**config.mk**
```make
export PLATFORM = sky130hd
export DESIGN_NAME = periodic_wakeup_timebase
export DESIGN_NICKNAME = d
export VERILOG_FILES = /design/src/core/wakeup_timebase_pkg.sv /design/src/core/periodic_wakeup_timebase.sv /design/src/core/timebase_divider_chain.sv
export SDC_FILE = /design/constraint.sdc
export NUM_CORES = 1
export LEC_CHECK = 0
export BUFFER_PORTS_ARGS = -buffer_cell sky130_fd_sc_hd__buf_2
export CELL_PAD_IN_SITES_DETAIL_PLACEMENT = 0
export CELL_PAD_IN_SITES_GLOBAL_PLACEMENT = 2
export CORE_MARGIN = 3
export CORE_UTILIZATION = 34
export CTS_CLUSTER_DIAMETER = 150
export CTS_CLUSTER_SIZE = 10
export DETAILED_ROUTE_END_ITERATION = 8
export PLACE_DENSITY_LB_ADDON = 0.2
export SYNTH_ARGS = -nofsm -noshare
export SYNTH_HDL_FRONTEND = slang
export SYNTH_SLANG_ARGS = --single-unit
```
**constraint.sdc**
```tcl
create_clock -name clk_in -period 3.9 [get_ports clk_in]
set_clock_uncertainty 0.15 [all_clocks]
set_input_delay 0.585 -clock clk_in [delete_from_list [all_inputs] [get_ports clk_in]]
set_output_delay 0.585 -clock clk_in [all_outputs]
set_load 0.005 [all_outputs]
```
**src/core/wakeup_timebase_pkg.sv**
```systemverilog
// package for the periodic wakeup timebase: register map, field layout,
// reset values and divider tap positions.
// assumes a single 10 MHz system clock and a slower crystal clock input.
package wakeup_timebase_pkg;

    // register bus geometry
    localparam int ADDR_W = 4;
    localparam int DATA_W = 8;

    // single control register
    localparam logic [3:0] CTRL_OFFSET = 4'h0;

    // field positions inside the control register
    localparam int FLAG_BIT = 7;
    localparam int RATE_LSB = 4;
    localparam int RATE_W = 3;
    localparam int ACK_BIT = 3;
    localparam int IRQ_EN_BIT = 2;
    localparam int RUN_BIT = 1;

    // reset values
    localparam logic RUN_RESET = 1'b0;
    localparam logic IRQ_EN_RESET = 1'b0;
    localparam logic FLAG_RESET = 1'b0;
    localparam logic [2:0] RATE_RESET = 3'h0;
    localparam logic [7:0] READ_IDLE = 8'h00;

    // divider chain
    localparam int CHAIN_W = 15;
    localparam logic [14:0] CHAIN_ZERO = 15'h0000;
    localparam logic [14:0] CHAIN_ONE = 15'h0001;
    localparam int TAP_COUNT = 8;

    // timing: the crystal is nominally 32768 Hz, the system clock 10 MHz
    localparam int CLK_HZ = 10000000;
    localparam int XTAL_HZ = 32768;
    localparam int CLK_PER_XTAL = CLK_HZ / XTAL_HZ;

    // tap bit of the chain per rate code; divider 2**(tap+1), first event
    // at half that, later ones each full period
    typedef logic [3:0] tap_index_t;
    localparam tap_index_t TAP_BIT [TAP_COUNT] = '{
        4'hE,  // 000: 32768
        4'hC,  // 001: 8192
        4'hA,  // 010: 2048
        4'h6,  // 011: 128
        4'h5,  // 100: 64
        4'h4,  // 101: 32
        4'h3,  // 110: 16
        4'h2   // 111: 8
    };

    // software-visible control state
    typedef struct packed {
        logic run;
        logic irq_en;
        logic [2:0] rate;
        logic flag;
    } ctrl_t;

    localparam ctrl_t CTRL_RESET = '{
        run: RUN_RESET,
        irq_en: IRQ_EN_RESET,
        rate: RATE_RESET,
        flag: FLAG_RESET
    };

    // processor power state seen by the block
    typedef struct packed {
        logic wait_mode;
        logic stop_mode;
        logic osc_in_stop_enable;
    } power_t;

endpackage

```
**src/core/periodic_wakeup_timebase.sv**
```systemverilog
// periodic wakeup timebase: control register, crystal edge detection,
// power-mode gating and the interrupt request level.
// assumes all inputs are synchronous to clk_in, including the crystal clock
// which is far slower than clk_in and only sampled here.
`timescale 1ns/1ps
`default_nettype none

// Operation
// RULE1: rollover at selected tap sets read-only flag
// RULE2: enabled rollover raises CPU interrupt request
// RULE3: writing one to acknowledge clears flag
// RULE4: acknowledge bit always reads back zero
// RULE5: writing zero to acknowledge changes nothing
// RULE6: rate code selects divider 32768 down to 8
// RULE7: software changes rate only while stopped
// RULE8: run bit low stops, zeroes the chain
// RULE9: reset clears the run bit
// RULE10: reset clears the interrupt enable
// RULE11: keeps counting and interrupting in wait mode
// RULE12: register inaccessible in wait or stop
// RULE13: runs in stop only with oscillator enabled
// RULE14: otherwise inactive for the whole stop
// RULE15: software stops timebase before sleep to save power
// RULE16: chain clocked by crystal clock, starts on run
// RULE17: fifteen binary stages, eight selectable taps
// RULE18: first event at half period, then full periods
// RULE19: interrupt level while flag and enable set
// RULE20: all controls share one eight-bit register
module periodic_wakeup_timebase (
    // clock and reset
    input wire logic clk_in,
    input wire logic srst_in,
    // register port
    input wire logic [3:0] reg_addr_in,
    input wire logic [7:0] reg_wdata_in,
    input wire logic reg_write_in,
    input wire logic reg_read_in,
    output logic [7:0] reg_rdata_out,
    // crystal clock, sampled
    input wire logic crystal_clock_in,
    // processor power state
    input wire logic wait_mode_in,
    input wire logic stop_mode_in,
    input wire logic osc_in_stop_enable_in,
    // interrupt request and chain status
    output logic irq_out,
    output logic chain_active_out
);

    // declarations
    wakeup_timebase_pkg::ctrl_t ctrl_reg;
    wakeup_timebase_pkg::ctrl_t ctrl_next;
    wakeup_timebase_pkg::power_t power;

    logic [7:0] rdata_reg;
    logic [7:0] rdata_next;
    logic irq_reg;
    logic irq_next;
    logic active_reg;
    logic active_next;
    logic xtal_prev_reg;
    logic xtal_prev_next;

    logic xtal_tick;
    logic cpu_access_ok;
    logic ctrl_hit;
    logic ctrl_write;
    logic ctrl_read;
    logic ack_write;
    logic chain_active;
    logic rollover;
    logic [7:0] ctrl_image;

    // power state and bus qualification
    assign power.wait_mode = wait_mode_in;
    assign power.stop_mode = stop_mode_in;
    assign power.osc_in_stop_enable = osc_in_stop_enable_in;

    // in stop without the oscillator the chain freezes
    assign chain_active = !power.stop_mode || power.osc_in_stop_enable; // RULE11 RULE13 RULE14

    // the processor cannot reach the register while asleep
    assign cpu_access_ok = !power.wait_mode && !power.stop_mode; // RULE12

    assign ctrl_hit = (reg_addr_in == wakeup_timebase_pkg::CTRL_OFFSET);
    assign ctrl_write = reg_write_in && ctrl_hit && cpu_access_ok;
    assign ctrl_read = reg_read_in && ctrl_hit && cpu_access_ok;

    // only a written one acknowledges; a written zero is no action
    assign ack_write = ctrl_write && reg_wdata_in[wakeup_timebase_pkg::ACK_BIT]; // RULE3 RULE5

    // read image of the control register
    always_comb begin
        ctrl_image = wakeup_timebase_pkg::READ_IDLE;
        ctrl_image[wakeup_timebase_pkg::FLAG_BIT] = ctrl_reg.flag; // RULE20
        ctrl_image[wakeup_timebase_pkg::RATE_LSB +: wakeup_timebase_pkg::RATE_W] = ctrl_reg.rate;
        ctrl_image[wakeup_timebase_pkg::IRQ_EN_BIT] = ctrl_reg.irq_en;
        ctrl_image[wakeup_timebase_pkg::RUN_BIT] = ctrl_reg.run;
        ctrl_image[wakeup_timebase_pkg::ACK_BIT] = 1'b0; // RULE4
    end

    // crystal edge detection
    always_comb begin
        xtal_prev_next = crystal_clock_in;
    end

    assign xtal_tick = crystal_clock_in && !xtal_prev_reg; // RULE16

    always_ff @(posedge clk_in) begin
        if (srst_in) begin
            xtal_prev_reg <= 1'b0;
        end else begin
            xtal_prev_reg <= xtal_prev_next;
        end
    end

    // divider chain
    timebase_divider_chain u_chain (
        .clk_in(clk_in),
        .srst_in(srst_in),
        .run_in(ctrl_reg.run),
        .active_in(chain_active),
        .xtal_tick_in(xtal_tick),
        .rate_in(ctrl_reg.rate),
        .rollover_out(rollover)
    );

    // control register
    always_comb begin
        ctrl_next = ctrl_reg;
        if (ctrl_write) begin
            ctrl_next.run = reg_wdata_in[wakeup_timebase_pkg::RUN_BIT];
            ctrl_next.irq_en = reg_wdata_in[wakeup_timebase_pkg::IRQ_EN_BIT];
            // rate follows the write even while running; software is
            // expected to stop the chain first
            ctrl_next.rate =
                reg_wdata_in[wakeup_timebase_pkg::RATE_LSB +: wakeup_timebase_pkg::RATE_W]; // RULE7
        end
        // the flag bit itself is not writable
        if (ack_write) begin
            ctrl_next.flag = 1'b0; // RULE3
        end
        // a rollover in the acknowledge cycle is kept
        if (rollover) begin
            ctrl_next.flag = 1'b1; // RULE1 RULE11
        end
    end

    always_ff @(posedge clk_in) begin
        if (srst_in) begin
            ctrl_reg <= wakeup_timebase_pkg::CTRL_RESET; // RULE9 RULE10
        end else begin
            ctrl_reg <= ctrl_next;
        end
    end

    // read data: valid only in the cycle after the read strobe
    always_comb begin
        rdata_next = wakeup_timebase_pkg::READ_IDLE;
        if (ctrl_read) begin
            rdata_next = ctrl_image;
        end
    end

    always_ff @(posedge clk_in) begin
        if (srst_in) begin
            rdata_reg <= wakeup_timebase_pkg::READ_IDLE;
        end else begin
            rdata_reg <= rdata_next;
        end
    end

    // interrupt request level and status outputs
    always_comb begin
        // computed from next state so the level tracks the flag exactly
        irq_next = ctrl_next.flag && ctrl_next.irq_en; // RULE2 RULE19 RULE13
        active_next = ctrl_next.run && chain_active;
    end

    always_ff @(posedge clk_in) begin
        if (srst_in) begin
            irq_reg <= 1'b0;
            active_reg <= 1'b0;
        end else begin
            irq_reg <= irq_next;
            active_reg <= active_next;
        end
    end

    assign reg_rdata_out = rdata_reg;
    assign irq_out = irq_reg;
    assign chain_active_out = active_reg;

endmodule

`default_nettype wire

```
**src/core/timebase_divider_chain.sv**
```systemverilog
// fifteen-stage divider chain with eight selectable rollover taps.
// assumes xtal_tick_in is a one-cycle pulse per crystal clock rising edge.
`timescale 1ns/1ps
`default_nettype none

module timebase_divider_chain (
    // clock and reset
    input wire logic clk_in,
    input wire logic srst_in,
    // control
    input wire logic run_in,
    input wire logic active_in,
    input wire logic xtal_tick_in,
    input wire logic [2:0] rate_in,
    // event
    output logic rollover_out
);

    logic [14:0] chain_reg;
    logic [14:0] chain_next;
    logic rollover_reg;
    logic rollover_next;
    logic [wakeup_timebase_pkg::TAP_COUNT-1:0] tap_rise;

    // rising edge of each tap bit as the chain advances
    genvar gi;
    generate
        for (gi = 0; gi < wakeup_timebase_pkg::TAP_COUNT; gi = gi + 1) begin : g_tap
            localparam int TB = int'(wakeup_timebase_pkg::TAP_BIT[gi]);
            assign tap_rise[gi] = ~chain_reg[TB] & chain_next[TB];
        end
    endgenerate

    always_comb begin
        chain_next = chain_reg;
        if (!run_in) begin
            chain_next = wakeup_timebase_pkg::CHAIN_ZERO; // RULE8
        end else if (active_in && xtal_tick_in) begin
            chain_next = chain_reg + wakeup_timebase_pkg::CHAIN_ONE; // RULE16 RULE17
        end
        rollover_next = run_in && active_in && xtal_tick_in && tap_rise[rate_in]; // RULE6 RULE18
    end

    always_ff @(posedge clk_in) begin
        if (srst_in) begin
            chain_reg <= wakeup_timebase_pkg::CHAIN_ZERO;
            rollover_reg <= 1'b0;
        end else begin
            chain_reg <= chain_next;
            rollover_reg <= rollover_next;
        end
    end

    assign rollover_out = rollover_reg;

endmodule

`default_nettype wire

```
==> impl_metrics.csv <==
group,metric,value,unit
floorplan,die_w,69.7,um
sta,finalSetupViolCount,0,
routing,detail_route.iter0.violations,62,
floorplan,coreArea,3800,um^2
global_routing,antenna_found_initial,0,
cts,postCtsHoldBufs,0,
min_path,hold_class,"reg2reg",
sta,tns,0,ns
routing,drcViolationCount,0,
sta,maxSlewHeadroom,0.552,
worst_setup_path,arrival,2.01,ns
synthesis,syn_inst,153,
finish,nets,200,
synthesis,synth_area_leaders,"dfxtp_1 (45%), nor2_1 (6.5%), xnor2_1 (5.1%)",
cts,h-tree-depth,2,
global_routing,grt_pass1_wl,4730,um
routing,wl,2910,um
routing,vias,1103,
power_and_ir_drop,switching_share,0.199,
synthesis,async_reset_ff_frac,0,
placed_design,place_area,1530,um^2
sta,worst_pin_slew,0.672,ns
global_routing,grt_usage,0.124,
synthesis,syn-cell-area,1380,um^2
status,outcome,"finished clean",
finish,largest_register_ffs,15,
finish,design_area,1640,um^2
cts,cts-root-buf,"clkbuf_8",
routing,routed_via_density,4.84,
synthesis,avgSynthCellArea,9.02,um^2
synthesis,synth_cell_types,39,
global_routing,grt-ovfl-total,0,
cts,clk_pin_slew,0.07,ns
synthesis,yosys_warnings,0,
synthesis,ys_ff_latch,31,
worst_setup_path,required,3.92,ns
synthesis,synth_edf_count,0,
global_routing,grt_max_degree,17,
power_and_ir_drop,combPwrFrac,0.031,
power_and_ir_drop,power.internal,534,uW
sta,fin_crit_sh,0.510,
synthesis,synth.most_common_cell,"dfxtp_1",
cts,cts_resized,0,
power_and_ir_drop,p_leak,0.000644,uW
routing,detail_route.first_pass.iterations,4,
power_and_ir_drop,power.net_switching,133,uW
cts,cts_tree,"yes",
finish,drive_above_1_share,0.233,
synthesis,ys_seq_area_frac,0.450,
cts,worst_skew_pair.late_latency,0.28,ns
placed_design,dp_slack,1.67,ns
worst_setup_path,crit_buf_inv,0,
power_and_ir_drop,pwr-share-clk,0.492,
power_and_ir_drop,p_per_area,405,nW/um^2
flow_run,drv_cap,0,
sta,layout_setup_ws,1.91,ns
floorplan,io_pins,30,
placed_design,portBuffers,25,
placed_design,dpl.hpwl,2150,um
finish,nFillCells,393,
worst_setup_path,crit_family,"simple AND/OR/NAND/NOR gates",
routing,ant_nets,0,
synthesis,yosys-top-cells-count,"dfxtp_1 (31), nor2_1 (24), nand3_1 (9)",
placed_design,gp_congestion,0.762,
sta,timing.fmax,503,MHz
cts,cts_setup_buffers,0,
worst_setup_path,crit_type,"reg2reg",
power_and_ir_drop,total_power,667,uW
worst_setup_path,crit_chain,"nand4_2 > or2_0 > nor3_4 > nand3b_1 > a2111oi_2",
routing,wl_per_cell,12.7,um
worst_setup_path,cp-start-kind,"register",
sta,hold_violations,0,
floorplan,die_height,69.7,um
finish,diodes,0,
global_routing,grt_pass1_vias,1031,
sta,fin_crit,1.99,ns
power_and_ir_drop,seqPwrFrac,0.477,
floorplan,die_area,4860,um^2
floorplan,start_util,0.363,
sta,rsz0062_at_grt,"no",
floorplan,fp-row-count,22,
cts,cts_buffers,5,
worst_setup_path,critPathSlowestCell,"dfxtp_1",
cts,numClockSinks,31,
synthesis,synth_top_area_frac,0.450,
sta,drv_slew,0,
power_and_ir_drop,ir_worst_vdd,242,uV
synthesis,ys.flop_type,"dfxtp_1",
synthesis,synth.largest_area_cell,"dfxtp_1",
worst_setup_path,path_max_fanout,7,
finish,syn_to_final_growth,19.1,%
worst_setup_path,worst_path_largest_cell_delay,0.47,ns
cts,clk_path_buf_depth,2,
worst_setup_path,worst_setup_path_end_kind,"register",
power by group through the flow:
stage	combinational, uW	sequential, uW	clock, uW
2_1_floorplan	11.4	325	0
3_3_place_gp	20.2	325	0
3_5_place_dp	20.7	325	0
4_1_cts	20.9	318	335
5_1_grt	23.3	318	350
6_report	20.5	318	328
routing by layer:
layer  vias up  track usage  wire length (um)
li1        569            -                 -
met1       512        0.155              1450
met2        17        0.193              1320
met3         5       0.0391                93
met4         0       0.0574                42
met5         -            0                 0
area by class of cell:
cell class | count | area [um^2] | area share
Sequential cell | 31 | 621 | 0.377
Tap cell | 48 | 60.1 | 0.0365
Clock inverter | 2 | 35.0 | 0.0213
Inverter | 6 | 22.5 | 0.0137
Clock buffer | 6 | 82.6 | 0.0502
Multi-Input combinational cell | 110 | 698 | 0.425
Timing Repair Buffer | 25 | 125 | 0.0761
cells by family after synthesis:
kind of cell | after synthesis | synth area share
compound gates | 15 | 0.0734
xor+xnor | 11 | 0.0698
fa+ha+maj | 1 | 0.00906
buf+inv | 13 | 0.0471
flops | 31 | 0.450
mux | 5 | 0.0363
other cells | 1 | 0.00272
simple gates | 76 | 0.312
per-stage QoR:
stage / util / std cells / hold WS [ns]
finish: 0.433 / 228 / 0.309
global route: 0.433 / 228 / 0.341
CTS: 0.433 / 228 / 0.313
detailed placement: 0.402 / 220 / 0.294
global placement: 0.402 / 220 / 0.290
floorplan: - / 154 / 0.275
cell usage in the layout, fill, tap and decap left out, types with 3 or more instances in the layout:
cell type  instances
a21oi_1            5
and2_1             6
buf_2             25
clkbuf_8           6
dfxtp_1           31
inv_1              6
mux2i_1            5
nand2_1            7
nand3_1            9
nor2_1            24
nor3_1             5
o21ai_0            4
or3_1              3
xnor2_1            8
xor2_1             3
worst paths after layout:
path	from	to	slack (ns)	depth (start not counted)
max	u_chain.chain_reg[2]	u_chain.rollover_out	1.91	5
min	ctrl_image[2]	reg_rdata_out[2]	0.31	1
max reg2reg	u_chain.chain_reg[2]	u_chain.rollover_out	1.91	5
min reg2reg	ctrl_image[2]	reg_rdata_out[2]	0.31	1
worst reg2reg max path: cells and delay by family, from the launching register on:
family | cells | cell delay [ns]
AND/OR/NAND/NOR | 4 | 0.91
flip-flops | 1 | 0.47
AO/OA/AOI/OAI | 1 | 0.36
No activity file was read; power rests on OpenSTA's default activity.
